### src/rtl/pbc_pkg.sv
// Package: register map, field layout and encodings of the photodiode bias bank
package pbc_pkg;

	// Register addresses on the serial register port
	localparam logic [7:0] PBC_ADDR_BIAS_PWR   = 8'h3c;
	localparam logic [7:0] PBC_ADDR_STATE_BIAS = 8'h54;

	// Reset values, reserved fields at their documented patterns
	localparam logic [15:0] PBC_RST_BIAS_PWR   = 16'h3006;
	localparam logic [15:0] PBC_RST_STATE_BIAS = 16'h0020;

	// afe_global_bias_power fields
	localparam int unsigned PBC_DEF_SEL_BIT = 9;
	localparam int unsigned PBC_PD_HI       = 8;
	localparam int unsigned PBC_PD_LO       = 3;

	// per_state_bias_and_integration fields
	localparam int unsigned PBC_B_SINGLE_BIT = 15;
	localparam int unsigned PBC_A_SINGLE_BIT = 14;
	localparam int unsigned PBC_SLEEP_HI     = 13;
	localparam int unsigned PBC_SLEEP_LO     = 12;
	localparam int unsigned PBC_B_CODE_HI    = 11;
	localparam int unsigned PBC_B_CODE_LO    = 10;
	localparam int unsigned PBC_A_CODE_HI    = 9;
	localparam int unsigned PBC_A_CODE_LO    = 8;
	localparam int unsigned PBC_OVR_BIT      = 7;

	// Channel count and channel_shutdown_mask layout (field-relative)
	localparam int unsigned PBC_CHANNELS   = 4;
	localparam int unsigned PBC_CH1_PD_BIT = 0;
	localparam int unsigned PBC_CH2_PD_BIT = 3;

	// Sequencer state as seen by the bank
	typedef enum logic [1:0] {
		PBC_SEQ_IDLE   = 2'b00,
		PBC_SEQ_SLEEP  = 2'b01,
		PBC_SEQ_SLOT_A = 2'b10,
		PBC_SEQ_SLOT_B = 2'b11
	} pbc_seq_t;

	// Bias level select; equals the two-bit per-state code
	typedef enum logic [1:0] {
		PBC_LV_1V8  = 2'b00,
		PBC_LV_1V3  = 2'b01,
		PBC_LV_1V55 = 2'b10,
		PBC_LV_0V0  = 2'b11
	} pbc_level_t;

endpackage

### src/rtl/pbc_bias_decode.sv
// Combinational cathode and anode bias selection from state and settings
`timescale 1ns/100ps
`default_nettype none
module pbc_bias_decode
	import pbc_pkg::*;
(
	input  wire logic [1:0] seq_state,    // Current sequencer state
	input  wire logic       override,     // per_state_bias_override
	input  wire logic       default_sel,  // Single default bias selector
	input  wire logic [1:0] sleep_code,   // Sleep bias code
	input  wire logic [1:0] slot_a_code,  // slot_a_bias_code
	input  wire logic [1:0] slot_b_code,  // slot_b_bias_code
	output logic [1:0]      cathode,      // Cathode level select
	output logic [1:0]      anode,        // Anode level select
	output logic            fwd_bias      // Cathode below anode in a slot
);

	logic [1:0] dflt;

	always_comb begin
		dflt     = default_sel ? PBC_LV_1V8 : PBC_LV_1V3;
		cathode  = dflt;
		anode    = PBC_LV_1V3;
		fwd_bias = 1'b0;
		case (seq_state)
			PBC_SEQ_SLEEP: begin
				if (override) begin
					cathode = sleep_code;
					anode   = sleep_code;
				end
			end
			PBC_SEQ_SLOT_A: begin
				if (override) begin
					cathode = slot_a_code;
				end
				anode    = PBC_LV_1V3;
				fwd_bias = (cathode == PBC_LV_0V0);
			end
			PBC_SEQ_SLOT_B: begin
				if (override) begin
					cathode = slot_b_code;
				end
				anode    = PBC_LV_1V3;
				fwd_bias = (cathode == PBC_LV_0V0);
			end
			default: begin
				// In the idle state the per-state codes do not apply
				cathode = dflt;
				anode   = PBC_LV_1V3;
			end
		endcase
	end

endmodule
`default_nettype wire

### src/rtl/pbc_top.sv
// Photodiode bias and channel configuration bank with registered controls
`timescale 1ns/100ps
`default_nettype none
module pbc_top
	import pbc_pkg::*;
(
	input  wire logic        clk,          // 125 MHz system clock
	input  wire logic        rst,          // Asynchronous reset, active high
	input  wire logic        ce,           // Clock enable, freezes all state
	input  wire logic [7:0]  reg_addr,     // Register address
	input  wire logic [15:0] reg_wdata,    // Write data
	input  wire logic        reg_wr,       // Write strobe
	input  wire logic        reg_rd,       // Read strobe
	input  wire logic [1:0]  seq_state,    // Sequencer state
	output logic [15:0]      reg_rdata_q,  // Read data
	output logic             reg_rvalid_q, // Read data valid pulse
	output logic [1:0]       cathode_q,    // Cathode level select
	output logic [1:0]       anode_q,      // Anode level select
	output logic             fwd_bias_q,   // Forward bias warning
	output logic [3:0]       chan_pd_q,    // Per-channel power-down
	output logic [3:0]       integ_en_q    // Per-channel integration enable
);

	// Configuration registers
	logic [15:0] bias_pwr_q;
	logic [15:0] bias_pwr_d;
	logic [15:0] state_bias_q;
	logic [15:0] state_bias_d;

	// Read port
	logic [15:0] reg_rdata_d;
	logic        reg_rvalid_d;

	// Control outputs
	logic [1:0] cathode_d;
	logic [1:0] anode_d;
	logic       fwd_bias_d;
	logic [3:0] chan_pd_d;
	logic [3:0] integ_en_d;

	// Decoded fields
	logic [5:0] shutdown_mask;
	logic       override;
	logic       a_single;
	logic       b_single;
	logic       in_slot_a;
	logic       in_slot_b;
	logic [1:0] cathode_now;
	logic [1:0] anode_now;
	logic       fwd_now;

	assign shutdown_mask = bias_pwr_q[PBC_PD_HI:PBC_PD_LO];
	assign override      = state_bias_q[PBC_OVR_BIT];
	assign a_single      = state_bias_q[PBC_A_SINGLE_BIT];
	assign b_single      = state_bias_q[PBC_B_SINGLE_BIT];
	assign in_slot_a     = (seq_state == PBC_SEQ_SLOT_A);
	assign in_slot_b     = (seq_state == PBC_SEQ_SLOT_B);

	// Register writes and reads
	always_comb begin
		bias_pwr_d   = bias_pwr_q;
		state_bias_d = state_bias_q;
		reg_rdata_d  = reg_rdata_q;
		reg_rvalid_d = 1'b0;
		if (reg_wr) begin
			// Every bit stored, reserved ones included, so readback matches
			case (reg_addr)
				PBC_ADDR_BIAS_PWR:   bias_pwr_d = reg_wdata;
				PBC_ADDR_STATE_BIAS: state_bias_d = reg_wdata;
				default: begin
				end
			endcase
		end
		if (reg_rd) begin
			reg_rvalid_d = 1'b1;
			case (reg_addr)
				PBC_ADDR_BIAS_PWR:   reg_rdata_d = bias_pwr_q;
				PBC_ADDR_STATE_BIAS: reg_rdata_d = state_bias_q;
				default:             reg_rdata_d = 16'h0000;
			endcase
		end
	end

	always_ff @(posedge clk or posedge rst) begin
		if (rst) begin
			bias_pwr_q   <= PBC_RST_BIAS_PWR;
			state_bias_q <= PBC_RST_STATE_BIAS;
			reg_rdata_q  <= 16'h0000;
			reg_rvalid_q <= 1'b0;
		end else if (ce) begin
			bias_pwr_q   <= bias_pwr_d;
			state_bias_q <= state_bias_d;
			reg_rdata_q  <= reg_rdata_d;
			reg_rvalid_q <= reg_rvalid_d;
		end
	end

	// Bias level selection
	pbc_bias_decode u_bias (
		.seq_state   (seq_state),
		.override    (override),
		.default_sel (bias_pwr_q[PBC_DEF_SEL_BIT]),
		.sleep_code  (state_bias_q[PBC_SLEEP_HI:PBC_SLEEP_LO]),
		.slot_a_code (state_bias_q[PBC_A_CODE_HI:PBC_A_CODE_LO]),
		.slot_b_code (state_bias_q[PBC_B_CODE_HI:PBC_B_CODE_LO]),
		.cathode     (cathode_now),
		.anode       (anode_now),
		.fwd_bias    (fwd_now)
	);

	// Per-channel power-down and integration enable
	genvar ch;
	generate
		for (ch = 0; ch < PBC_CHANNELS; ch++) begin : g_chan
			if (ch == 0) begin : g_first
				always_comb begin
					chan_pd_d[ch]  = shutdown_mask[PBC_CH1_PD_BIT];
					// Channel one integrates in either slot mode
					integ_en_d[ch] = (in_slot_a || in_slot_b) && !chan_pd_d[ch];
				end
			end else begin : g_rest
				always_comb begin
					chan_pd_d[ch]  = shutdown_mask[PBC_CH2_PD_BIT + ch - 1];
					integ_en_d[ch] = ((in_slot_a && !a_single) ||
						(in_slot_b && !b_single)) && !chan_pd_d[ch];
				end
			end
		end
	endgenerate

	always_comb begin
		cathode_d  = cathode_now;
		anode_d    = anode_now;
		fwd_bias_d = fwd_now;
	end

	// Outputs follow the settings one edge later, so they never glitch
	always_ff @(posedge clk or posedge rst) begin
		if (rst) begin
			cathode_q  <= PBC_LV_1V3;
			anode_q    <= PBC_LV_1V3;
			fwd_bias_q <= 1'b0;
			chan_pd_q  <= 4'h0;
			integ_en_q <= 4'h0;
		end else if (ce) begin
			cathode_q  <= cathode_d;
			anode_q    <= anode_d;
			fwd_bias_q <= fwd_bias_d;
			chan_pd_q  <= chan_pd_d;
			integ_en_q <= integ_en_d;
		end
	end
endmodule
`default_nettype wire

### config.mk
export PLATFORM = sky130hd
export DESIGN_NAME = pbc_top
export DESIGN_NICKNAME = d
export VERILOG_FILES = /design/src/rtl/pbc_pkg.sv /design/src/rtl/pbc_bias_decode.sv /design/src/rtl/pbc_top.sv
export SDC_FILE = /design/constraint.sdc
export NUM_CORES = 1
export LEC_CHECK = 0
export ABC_CLOCK_PERIOD_IN_PS = 2050
export BUFFER_PORTS_ARGS = -buffer_cell sky130_fd_sc_hd__clkbuf_2
export CAP_MARGIN = 20
export CORE_MARGIN = 10
export CORE_UTILIZATION = 30
export CTS_BUF_LIST = sky130_fd_sc_hd__clkbuf_2
export CTS_CLUSTER_SIZE = 24
export DETAILED_ROUTE_END_ITERATION = 8
export PLACE_DENSITY = 0.6
export SLEW_MARGIN = 20
export SYNTH_ARGS = -nofsm -noshare
export SYNTH_HDL_FRONTEND = slang
export SYNTH_HIERARCHICAL = 1
export SYNTH_SLANG_ARGS = --single-unit
### constraint.sdc
create_clock -name clk -period 2.05 [get_ports clk]
set_clock_uncertainty 0.05 [all_clocks]
set_input_delay 0.1025 -clock clk [delete_from_list [all_inputs] [get_ports clk]]
set_output_delay 0.1025 -clock clk [all_outputs]
set_load 0.05 [all_outputs]
==> Word level (Yosys, flattened, before mapping) <==
Cells that the tools add are included.
{ "op_classes": {"eq_ne": 7, "muxes": 12, "n_reduce_logical": 17} }
{ "ops": {"columns": ["cell", "n"], "rows": [
  ["16-bit one-hot mux with 2 select lines", 1],
  ["2-bit two-way mux", 7],
  ["2-bit == test (second input constant)", 4],
  ["8-bit by 6-bit == test with 1-bit output (second input constant)", 1],
  ["8-bit by 7-bit == test with 1-bit output (second input constant)", 1],
  ["1-bit logical AND", 6],
  ["1-bit zero test", 6],
  ["2-bit one-hot mux with 3 select lines", 1],
  ["3-bit AND reduction", 2],
  ["2-bit by 1-bit == test with 1-bit output (second input constant)", 1],
  ["1-bit logical OR", 2],
  ["1-bit two-way mux", 2],
  ["1-bit one-hot mux with 2 select lines", 1],
  ["2-bit AND reduction", 1]
]} }
{ "word_totals": {"ff_bits": 62, "input_bits": 31, "wordCells": 45} }

==> Logic depth before layout (Yosys ltp) <==
Gate-level depths: netlist of run 1.
{ "logic_depth": {"depth_word": 5, "ltp_mapped": 5, "depth_no_buf": 4} }

==> Cells and area by module <==
Netlist of run 1, hierarchy kept.
{ "by_module_without_submodules": {"columns": ["mod", "instances", "cells_per_inst", "area_per_inst_um2", "seq_area_each_um2"], "rows": [
  ["pbc_top", 1, 201, 2640.0, 1560.2],
  ["pbc_bias_decode", 1, 18, 130.1, 0.0]
]} }

==> Least setup slack after synthesis of run 1 <==
OpenSTA, ideal clock, no wires.
{ "synth_path": {"path_type": "input -> register", "start": "input reg_addr[7]", "end": "register state_bias_q[0]", "arrival_ns": 1.105, "required_ns": 1.875, "slack_ns": 0.770, "cell_stages": 4, "path_buffers": 1, "path_cell_list": "and4bb_2 nand4_4 buf_6 mux2_4"} }
{ "synth_between": {"elab_chain_cells": 2} }
{ "synth_lines": {"columns": ["item", "line_no", "rtl"], "rows": [
  ["start, declared", "pbc_top.sv:10", "input wire logic [7:0] reg_addr,"],
  ["8-bit by 7-bit == test with 1-bit output", "pbc_top.sv:67", "case (reg_addr)"],
  ["3-bit AND reduction (no line)", null, null],
  ["end signal, assigned", "pbc_top.sv:92", "state_bias_q <= state_bias_d;"],
  ["end, declared", "pbc_top.sv:27", "logic [15:0] state_bias_q;"]
]} }
Every way passes these cells.
A chain may end at the register's enable or synchronous reset.

==> Worst setup path in the final report of run 1 <==
{ "layout_path": {"start": "register cathode_q[0]", "end": "output cathode_q[0]"} }
{ "layout_lines": {"columns": ["item", "line_no", "rtl"], "rows": [
  ["start, declared", "pbc_top.sv:17", "output logic [1:0] cathode_q,"],
  ["start signal, assigned", "pbc_top.sv:146", "cathode_q <= cathode_d;"]
]} }
No word-level cell between the ends.

==> qor.csv, run 1 <==
stage,metric,value,unit
status,status,"finished, final reports clean",
yosys,Yosys cell types,33,
timing,final setup fails,0,
drt,vias per std cell,4.82,
yosys,Synth Instances,219,
critical_path,crit path max fanout,2,
floorplanning,core area,9110,um^2
yosys,Syn Nets,250,
placement,IO Port Bufs,60,
timing,Final TNS setup,0,ps
clock_tree,later-pin clock latency in the skew report,490,ps
clock_tree,Root Driver,clkbuf_2,
timing,post-route minimum period,1450,ps
timing,Tcrit/Tclk final,70.8,%
global_route,first-pass GRT wire length,11.2,mm
global_route,largest net degree at the start of global routing,41,
yosys,"area leader, netlist",dfrtp_1,
clock_tree,clock sinks,62,
timing,Worst Max-Slew Pin Slew,520,ps
layout,share of layout cells above drive strength 1,45.3,%
clock_tree,CTS Buf Count,9,
global_route,final global-route overflow total,0,
clock_tree,clk buf depth,2,
critical_path,startpoint class of the critical path,register,
placement,RePlAce Congestion,0.757,
timing,max-slew violations,0,
global_route,number of antenna violations at the first check in global routing,0,
pwr,peak supply drop,0.000367,V
hold_path,worst hold path class,input port to register,
floorplanning,chip height,116,um
yosys,synth top area cells,"dfrtp_1, mux2_2, dfstp_2, mux2_4, nand4_1",
critical_path,CP bufs+invs,1,
yosys,"Seq/Total Area, Yosys",56.3,%
floorplanning,site row count,35,
yosys,Post-Syn Area per Cell,12.6,um^2
critical_path,"Slowest-stage cell, CP",dfstp_2,
layout,Filler cells,897,
pwr,P_leak,1.76,nW
drt,total number of vias,2016,
drt,DRC viols,0,
clock_tree,"Reg clk slew, reported paths",200,ps
floorplanning,die area,13500,um^2
clock_tree,CTS tree,done,
drt,Starting DRT DRC Count,115,
critical_path,CP top delay family,flip-flops,
flow_run,max cap viols,0,
drt,first-pass iteration count of the detailed router,5,
floorplanning,Die Wd,116,um
critical_path,cell chain of the critical path,clkbuf_2,
critical_path,Setup CP Type,register to output port,
global_route,vias in the first global route,2143,
clock_tree,H-tree depth,3,
timing,fmax,689,MHz
timing,RSZ-0062 raised after global routing,no,
yosys,synthesis warning total,6,
placement,HPWL Detailed,4.97,mm
yosys,cell area after synthesis,2770,um^2
timing,Final Hold Viols,0,
layout,post-layout util,38.9,%
critical_path,Worst EP arrival,1300,ps
yosys,Yosys top cell area share,49.7,%
drt,WL/cell,16.3,um
critical_path,max incr delay on CP,560,ps
pwr,pwr/cell area,714,nW/um^2
floorplanning,Initial Util,30.4,%
critical_path,required time of the critical path,1900,ps
layout,Nets,333,
critical_path,CP Capture Type,output port,
timing,Worst slew margin,65.3,%
drt,Total Wirelength,6.80,mm
layout,"commonest non-fill, non-tap cell in the layout",clkbuf_2,
clock_tree,post-CTS resize count,0,
layout,ant diodes,0,
layout,"commonest non-fill, non-tap cells in the layout","clkbuf_2, dfrtp_1, mux2_2",
yosys,"flops & latches, synth",62,
floorplanning,I/O pins,61,
drt,Routed Antenna Nets,0,
timing,Hold Worst Slack,67.3,ps
layout,area grow syn2layout,27.9,%
global_route,total track usage,10.7,%
==> metrics by stage <==
stage / total power, mW / cell area [um^2] / instances / setup slack (ps)
5_1_grt: 2.65 / 3540 / 418 / 483
3_3_place_gp: 1.52 / 3190 / 383 / 419
3_5_place_dp: 1.52 / 3190 / 383 / 400
2_1_floorplan: 1.43 / 2770 / 219 / 368
4_1_cts: 2.56 / 3540 / 418 / 544
6_report: 2.53 / 3540 / 418 / 599
==> worst min-delay path, stage by stage <==
cell	delay [ps]
clkbuf_2	160
nand2_1	70
o2111ai_1	180
o22ai_1	90
==> synthesized netlist by cell type <==
cell,instances
and2_1,1
nor4b_4,1
o22ai_1,3
nand3_1,12
nor2b_1,2
a21bo_2,1
a22oi_1,1
dfrtp_1,55
mux2_4,10
and4bb_2,2
buf_6,2
o211ai_2,1
a32oi_1,1
nand3b_1,2
a211oi_1,1
o221ai_1,7
mux2_1,1
and3_2,1
nor2_1,2
nor2b_2,1
dfstp_2,7
o21ai_0,2
o2111ai_1,1
buf_1,1
mux2_2,31
buf_4,2
nand4_1,18
a211o_1,1
clkbuf_1,2
nand2_1,20
nand4_4,2
inv_1,20
buf_2,5
==> layout make-up <==
cell class | count | area, um^2 | area share, %
Tap cell | 111 | 139 | 3.92
Sequential cell | 62 | 1560 | 44.0
Multi-Input combinational cell | 125 | 1060 | 29.9
Inverter | 20 | 75.1 | 2.12
Timing Repair Buffer | 84 | 541 | 15.3
Clock buffer | 9 | 45.0 | 1.27
Clock inverter | 7 | 123 | 3.46
==> where the power goes <==
part	total [mW]	internal (mW)	leakage [nW]	switching [mW]
Sequential	1.28	1.26	0.829	0.0211
Combinational	0.248	0.0984	0.837	0.150
Clock	1.00	0.529	0.0883	0.474
Total	2.53	1.89	1.76	0.644
==> registers in the layout, summed over array words and instances, names as in the netlist <==
register / cells
bias_pwr_q: 16
anode_q: 2
cathode_q: 2
integ_en_q: 4
reg_rdata_q: 16
state_bias_q: 16
reg_rvalid_q: 1
fwd_bias_q: 1
chan_pd_q: 4
==> path summary, 6_finish.rpt <==
path | start | endpoint | slack, ps | depth (start not counted)
max in group asynchronous | rst | bias_pwr_q[13] | 1180 | 4
min in group asynchronous | rst | fwd_bias_q | 120 | 3
worst max-delay path | cathode_q[0] | cathode_q[0] | 600 | 1
worst min register to register | bias_pwr_q[8] | integ_en_q[3] | 450 | 1
worst max register to register | state_bias_q[7] | cathode_q[0] | 600 | 4
worst min-delay path | seq_state[0] | integ_en_q[2] | 70 | 4
==> what timing repair did <==
action	in CTS	in global routing
buffers inserted	0	0
hold endpoints to repair	94	0
hold buffers	19	0
==> metal layers <==
metal	up-vias	share of wire, %	routed length [um]	global-route usage [%]
li1	958	-	-	-
met3	4	7.1	481	5.03
met5	-	0	0	0
met4	0	0.59	40	2.25
met1	995	45	3070	13.2
met2	59	47	3210	16.6
==> cell families after synthesis <==
| family | synth area share, % |
|---|---|
| simple gates | 14.3 |
| buf+inv | 5.37 |
| mux | 18.4 |
| flops | 56.3 |
| compound gates | 5.56 |
Note: power is estimated with default switching activity, not from simulation.
==> inputs of run 2 (changes only) <==
ABC_CLOCK_PERIOD_IN_PS = 1300   (was 2050)
PLACE_DENSITY = 0.62   (was 0.6)
clock period = 1.3 ns   (was 2.05 ns; I/O delays follow)
==> qor.csv, run 2 (synthesis gave the netlist of run 1 again) <==
stage,metric,value,unit,change
clock_tree,CTS tree,done,,unchanged
layout,Nets,353,,was 333
clock_tree,"Reg clk slew, reported paths",190,ps,was 200 ps
pwr,peak supply drop,0.000503,V,was 0.000367 V
layout,share of layout cells above drive strength 1,49.5,%,was 45.3%
pwr,P_leak,1.91,nW,was 1.76 nW
layout,FF/Latch Area,1560,um^2,about the same
clock_tree,CTS Buf Count,9,,unchanged
layout,ant diodes,0,,unchanged
critical_path,crit path max fanout,2,,unchanged
layout,Filler cells,886,,was 897
pwr,Comb pwr share,12.7,%,was 9.8%
clock_tree,clock sinks,62,,unchanged
timing,max-slew violations,0,,unchanged
timing,final setup fails,2,,was 0
pwr,switching power total,1.01,mW,was 644 uW
drt,first-pass iteration count of the detailed router,4,,was 5
critical_path,required time of the critical path,1190,ps,was 1900 ps
global_route,first-pass GRT wire length,11.9,mm,was 11.2 mm
flow_run,max cap viols,0,,unchanged
floorplanning,chip height,116,um,unchanged
critical_path,CP bufs+invs,1,,unchanged
layout,fin area,3870,um^2,was 3540 um^2
drt,DRC viols,0,,unchanged
floorplanning,I/O pins,61,,unchanged
pwr,Sw Share,27.8,%,was 25.5%
critical_path,Setup CP Type,register to output port,,unchanged
hold_path,worst hold path class,input port to register,,unchanged
placement,DP Cell Count,396,,was 383
clock_tree,clk buf depth,2,,unchanged
drt,total number of vias,2114,,was 2016
clock_tree,later-pin clock latency in the skew report,490,ps,about the same
timing,Setup WS post-layout,-50.3,ps,was 599 ps
timing,Hold Worst Slack,17.8,ps,was 67.3 ps
layout,Final Non-Filler Cells,438,,was 418
layout,"commonest non-fill, non-tap cell in the layout",dfrtp_1,,was clkbuf_2
global_route,vias in the first global route,2330,,was 2143
floorplanning,Initial Util,30.4,%,unchanged
status,violated checks,negative setup slack,,
layout,biggest regs,"bias_pwr_q x16, reg_rdata_q x16, state_bias_q x16",,unchanged
critical_path,R2R depth,4,,unchanged
global_route,final global-route overflow total,0,,unchanged
drt,WL/cell,16.3,um,about the same
layout,Multi-input gate area,1080,um^2,was 1060 um^2
clock_tree,Root Driver,clkbuf_2,,unchanged
placement,Placed Instance Area,3320,um^2,was 3190 um^2
floorplanning,core area,9110,um^2,unchanged
layout,area grow syn2layout,39.6,%,was 27.9%
floorplanning,Die Wd,116,um,unchanged
timing,Tcrit/Tclk final,104,%,
floorplanning,site row count,35,,unchanged
global_route,total track usage,11.2,%,was 10.7%
pwr,pwr/cell area,942,nW/um^2,was 714 nW/um^2
critical_path,startpoint class of the critical path,register,,unchanged
clock_tree,H-tree depth,3,,unchanged
floorplanning,die area,13500,um^2,unchanged
drt,vias per std cell,4.83,,was 4.82
timing,post-route minimum period,1350,ps,
pwr,Internal,2.63,mW,was 1.89 mW
drt,Total Wirelength,7.15,mm,was 6.80 mm
pwr,Flop pwr share,55.4,%,was 50.6%
timing,RSZ-0062 raised after global routing,yes,,was no
layout,"commonest non-fill, non-tap cells in the layout","dfrtp_1, clkbuf_2, mux2_2",,"was clkbuf_2, dfrtp_1, mux2_2"
drt,Starting DRT DRC Count,72,,was 115
placement,RePlAce Congestion,0.763,,was 0.757
placement,Placement Setup Slack,-146,ps,was 400 ps
timing,Worst Max-Slew Pin Slew,447,ps,was 520 ps
critical_path,max incr delay on CP,590,ps,was 560 ps
status,status,"complete, but fails checks",,"was finished, final reports clean"
placement,IO Port Bufs,60,,unchanged
critical_path,"Slowest-stage cell, CP",dfstp_2,,unchanged
critical_path,Crit. path cell count,1,,unchanged
critical_path,cell chain of the critical path,clkbuf_16,,was clkbuf_2
critical_path,CP Capture Type,output port,,unchanged
layout,post-layout util,42.5,%,was 38.9%
critical_path,CP top delay family,flip-flops,,unchanged
global_route,number of antenna violations at the first check in global routing,0,,unchanged
critical_path,Worst EP arrival,1240,ps,was 1300 ps
placement,HPWL Detailed,5.24,mm,was 4.97 mm
pwr,clock power share,31.9,%,was 39.6%
drt,Routed Antenna Nets,0,,unchanged
timing,Final Hold Viols,0,,unchanged
timing,Worst slew margin,70.2,%,was 65.3%
global_route,largest net degree at the start of global routing,27,,was 41
timing,fmax,741,MHz,
hold_path,WHS Path Cells,4,,unchanged
[run 2: final timing paths]
check	end	startpoint	slack [ps]
worst max-delay path	anode_q[0]	anode_q[0]	-50
worst min-delay path	reg_rdata_q[5]	ce	20
worst max register to register	cathode_q[1]	state_bias_q[11]	40
worst min register to register	reg_rdata_q[0]	reg_rdata_q[0]	470
max in group asynchronous	bias_pwr_q[13]	rst	600
min in group asynchronous	reg_rvalid_q	rst	50
[run 2: stage by stage]
stage	power, mW	TNS, ps
2_1_floorplan	2.26	0
3_3_place_gp	2.42	-310
3_5_place_dp	2.42	-1530
4_1_cts	3.66	-182
5_1_grt	3.82	-322
6_report	3.64	-101
[run 2: metal layers]
layer  vias to the layer above  GRT usage, %  wire length, um
li1                        999             -                -
met1                      1044          13.8             3240
met2                        61          17.6             3340
met3                        10          4.98              476
met4                         0          2.67               89
met5                         -             0                0
[run 2: power groups by stage]
stage          Combinational, mW  Sequential [mW]  Clock [mW]
2_1_floorplan              0.147             2.12           0
3_3_place_gp               0.369             2.05           0
3_5_place_dp               0.376             2.05           0
4_1_cts                    0.448             2.02        1.20
5_1_grt                    0.504             2.02        1.29
6_report                   0.463             2.02        1.16
[run 2: area by class of cell]
type,instances,share of cell area [%]
inverter,20,2.04
tap,111,3.59
timing repair buffer,104,23.3
clock buffer,9,1.16
sequential,62,40.4
clock inverter,7,1.68
multi-input combinational,125,27.9
[run 2: timing repair]
item / in CTS / in global routing
setup endpoints to repair: 29 / 32
resized for setup: 35 / 44
pin swaps: 1 / 2
endpoints found under the hold margin: 93 / 0
hold buffers: 20 / 0
buffers inserted: 0 / 7
==> inputs of run 3 (changes only) <==
ABC_AREA = 1   (was default)
SLEW_MARGIN = 0   (was 20)
==> qor.csv, run 3 <==
stage,metric,value,unit,change
pwr,Flop pwr share,55.1,%,was 55.4%
yosys,Yosys top cell area share,46.3,%,was 49.7%
critical_path,FF-to-FF End,cathode_q[1],,unchanged
placement,DP Cell Count,568,,was 396
timing,RSZ-0062 raised after global routing,yes,,unchanged
clock_tree,Root Driver,clkbuf_2,,unchanged
status,status,"complete, but fails checks",,unchanged
global_route,number of antenna violations at the first check in global routing,0,,unchanged
critical_path,r2r setup slk,170,ps,was 40 ps
timing,Final TNS setup,-76.1,ps,was -101 ps
critical_path,cell chain of the critical path,clkbuf_16,,unchanged
yosys,"flops & latches, synth",62,,unchanged
yosys,synthesis warning total,6,,unchanged
yosys,complex-gate fraction of the synthesized area,3.92,%,was 5.56%
yosys,Synth Instances,375,,was 219
timing,fmax,747,MHz,was 741 MHz
floorplanning,I/O pins,61,,unchanged
hold_path,Hold EP,state_bias_q[12],,was reg_rdata_q[5]
pwr,peak supply drop,0.000354,V,was 0.000503 V
layout,Filler cells,1023,,was 886
layout,FF/Latch Area,1560,um^2,unchanged
clock_tree,CTS Buf Count,9,,unchanged
timing,Final Hold Viols,0,,unchanged
critical_path,max incr delay on CP,580,ps,was 590 ps
critical_path,required time of the critical path,1190,ps,about the same
clock_tree,clk buf depth,2,,unchanged
placement,HPWL Detailed,5.96,mm,was 5.24 mm
drt,vias per std cell,4.43,,was 4.83
drt,Routed Antenna Nets,0,,unchanged
placement,Placed Instance Area,3450,um^2,was 3320 um^2
clock_tree,CTS tree,done,,unchanged
timing,Setup WS post-layout,-39.3,ps,was -50.3 ps
yosys,Post-Synth Simple-Gate Area,38.0,%,was 14.3%
floorplanning,Initial Util,30.5,%,was 30.4%
floorplanning,die area,14300,um^2,was 13500 um^2
flow_run,max cap viols,0,,unchanged
global_route,GRT Max-Usage Layer,met2,,unchanged
layout,Nets,503,,was 353
yosys,Synth Area in XOR/XNOR,0,%,unchanged
layout,biggest regs,"bias_pwr_q x16, reg_rdata_q x16, state_bias_q x16",,unchanged
pwr,Comb pwr share,14.0,%,was 12.7%
placement,IO Port Bufs,60,,unchanged
yosys,asr flop ratio synth,100,%,unchanged
timing,final setup fails,2,,unchanged
critical_path,CP Capture Type,output port,,unchanged
global_route,met1 Track Usage GR,14.3,%,was 13.8%
timing,Worst slew margin,71.2,%,was 70.2%
critical_path,startpoint class of the critical path,register,,unchanged
layout,area grow syn2layout,31.9,%,was 39.6%
floorplanning,chip height,120,um,was 116 um
yosys,Yosys cell types,25,,was 33
clock_tree,clock sinks,62,,unchanged
pwr,P_leak,2.26,nW,was 1.91 nW
drt,Starting DRT DRC Count,178,,was 72
critical_path,Worst EP arrival,1220,ps,was 1240 ps
clock_tree,"Reg clk slew, reported paths",190,ps,about the same
global_route,met3 usage,3.75,%,was 4.98%
placement,RePlAce Congestion,0.814,,was 0.763
pwr,total power,3.69,mW,was 3.64 mW
critical_path,Setup CP Type,register to output port,,unchanged
drt,DRC viols,0,,unchanged
drt,total number of vias,2704,,was 2114
layout,share of layout cells above drive strength 1,24.5,%,was 49.5%
critical_path,R2R depth,6,,was 4
global_route,vias in the first global route,2725,,was 2330
timing,Tcrit/Tclk final,103,%,was 104%
yosys,Post-Syn Area per Cell,7.92,um^2,was 12.6 um^2
drt,first-pass iteration count of the detailed router,4,,unchanged
floorplanning,core area,9730,um^2,was 9110 um^2
yosys,cell area after synthesis,2970,um^2,was 2770 um^2
yosys,most numerous cell in the Yosys netlist,nand2_1,,was dfrtp_1
pwr,pwr/cell area,940,nW/um^2,was 942 nW/um^2
pwr,clock power share,31.0,%,was 31.9%
critical_path,CP top delay family,flip-flops,,unchanged
yosys,mux cell area share after synthesis,0,%,was 18.4%
critical_path,worst reg2reg path startpoint,state_bias_q[7],,was state_bias_q[11]
layout,fin area,3920,um^2,was 3870 um^2
timing,max-slew violations,0,,unchanged
clock_tree,later-pin clock latency in the skew report,510,ps,was 490 ps
layout,Multi-input gate area,1250,um^2,was 1080 um^2
critical_path,CP bufs+invs,1,,unchanged
yosys,adder-cell area share of the yosys netlist,0,%,unchanged
global_route,first-pass GRT wire length,13.5,mm,was 11.9 mm
status,violated checks,negative setup slack,,unchanged
yosys,synth top area cells,"dfrtp_1, nand2_1, nand3_1, dfstp_2, nor2_1",,"was dfrtp_1, mux2_2, dfstp_2, mux2_4, nand4_1"
yosys,Syn Nets,406,,was 250
timing,Worst Max-Slew Pin Slew,433,ps,was 447 ps
yosys,Post-synth EDFFs,0,,unchanged
drt,Total Wirelength,8.07,mm,was 7.15 mm
floorplanning,Die Wd,120,um,was 116 um
drt,WL/cell,13.2,um,was 16.3 um
yosys,Post-synth top flop,dfrtp_1,,unchanged
global_route,global routing usage on met2,18.4,%,was 17.6%
timing,post-route minimum period,1340,ps,was 1350 ps
hold_path,worst hold path class,input port to register,,unchanged
critical_path,crit path max fanout,2,,unchanged
layout,ant diodes,0,,unchanged
layout,post-layout util,40.3,%,was 42.5%
hold_path,worst hold start,reg_addr[2],,was ce
hold_path,WHS Path Cells,7,,was 4
global_route,final global-route overflow total,0,,unchanged
yosys,"area leader, netlist",dfrtp_1,,unchanged
layout,"commonest non-fill, non-tap cell in the layout",nand2_1,,was dfrtp_1
yosys,Synth top cells by count,"nand2_1, dfrtp_1, nand3_1",,"was dfrtp_1, mux2_2, inv_1, nand2_1, nand4_1"
clock_tree,H-tree depth,3,,unchanged
critical_path,"Slowest-stage cell, CP",dfstp_2,,unchanged
pwr,switching power total,1.06,mW,was 1.01 mW
layout,"commonest non-fill, non-tap cells in the layout","nand2_1, dfrtp_1, clkbuf_2",,"was dfrtp_1, clkbuf_2, mux2_2"
global_route,largest net degree at the start of global routing,33,,was 27
pwr,Internal,2.63,mW,about the same
pwr,Sw Share,28.8,%,was 27.8%
yosys,"Seq/Total Area, Yosys",52.5,%,was 56.3%
layout,Final Non-Filler Cells,610,,was 438
yosys,main combinational cell family by area after synthesis,simple AND/OR/NAND/NOR gates,,was multiplexers
floorplanning,site row count,36,,was 35
global_route,total track usage,11.5,%,was 11.2%
-- run 3: changes by cell type in the layout (fill, tap and decap cells not counted), sizes merged, moves of 3 or more --
cell / change
buf: -17
nor2: +24
nand4: -18
dlygate4sd3: +3
o221ai: -7
nand2: +171
nor2b: -3
o22ai: -3
nand3: +25
clkbuf: +10
o21ai: +17
mux2: -42
-- run 3: worst max path at each step --
stage | startpoint | endpoint | slack [ps] | cells after the start
finish | anode_q[0] | anode_q[0] | -40 | 1
global route | anode_q[0] | anode_q[0] | -110 | 1
CTS | anode_q[0] | anode_q[0] | -70 | 1
detailed placement | state_bias_q[7] | cathode_q[1] | 160 | 6
global placement | reg_addr[0] | bias_pwr_q[2] | 190 | 8
floorplan | state_bias_q[7] | cathode_q[1] | 230 | 7
-- run 3: tightest hold or removal path: stages --
cell and delay, ps:
clkbuf_2 110, nand2_2 100, nor2_4 50, nand2_4 80
nor2_8 60, nand2_1 60, nand2_1 40
-- run 3: power by group through the flow --
stage	Combinational, mW	Clock [mW]	Sequential (mW)
CTS	0.514	1.18	2.03
detailed placement	0.438	0	2.06
floorplan	0.181	0	2.16
global route	0.568	1.26	2.04
finish	0.514	1.14	2.03
global placement	0.433	0	2.06
-- run 3: per-stage QoR --
step | hold WS [ps] | setup slack (ps)
2_1_floorplan | 109 | 229
3_3_place_gp | 149 | 191
3_5_place_dp | 148 | 158
4_1_cts | 2.77 | -69.0
5_1_grt | 23.7 | -108
6_report | 20.8 | -39.3
-- run 3: timing repair --
action	in CTS	in global routing
hold endpoints to repair	120	0
hold buffers	22	0
gates resized for setup	21	43
buffers inserted	0	4
endpoints found under the setup margin	17	31
-- run 3: cell type report --
class                           count  share of cell area (%)
Multi-Input combinational cell    279                    31.8
Sequential cell                    62                    39.8
Clock inverter                      5                    1.28
Clock buffer                       11                    1.40
Timing Repair Buffer               98                    19.2
Inverter                           22                    2.20
Tap cell                          133                    4.25
-- run 3: cell families (layout without fill, tap and decap cells) --
kind of cell / Yosys count / count (layout)
simple gates: 257 / 257
flops: 62 / 62
buf+inv: 34 / 136
compound gates: 22 / 22
-- run 3: metal layers --
layer	up-vias	routed length, um
li1	1367	-
met1	1262	3680
met2	63	3800
met3	12	454
met4	0	144
met5	-	0
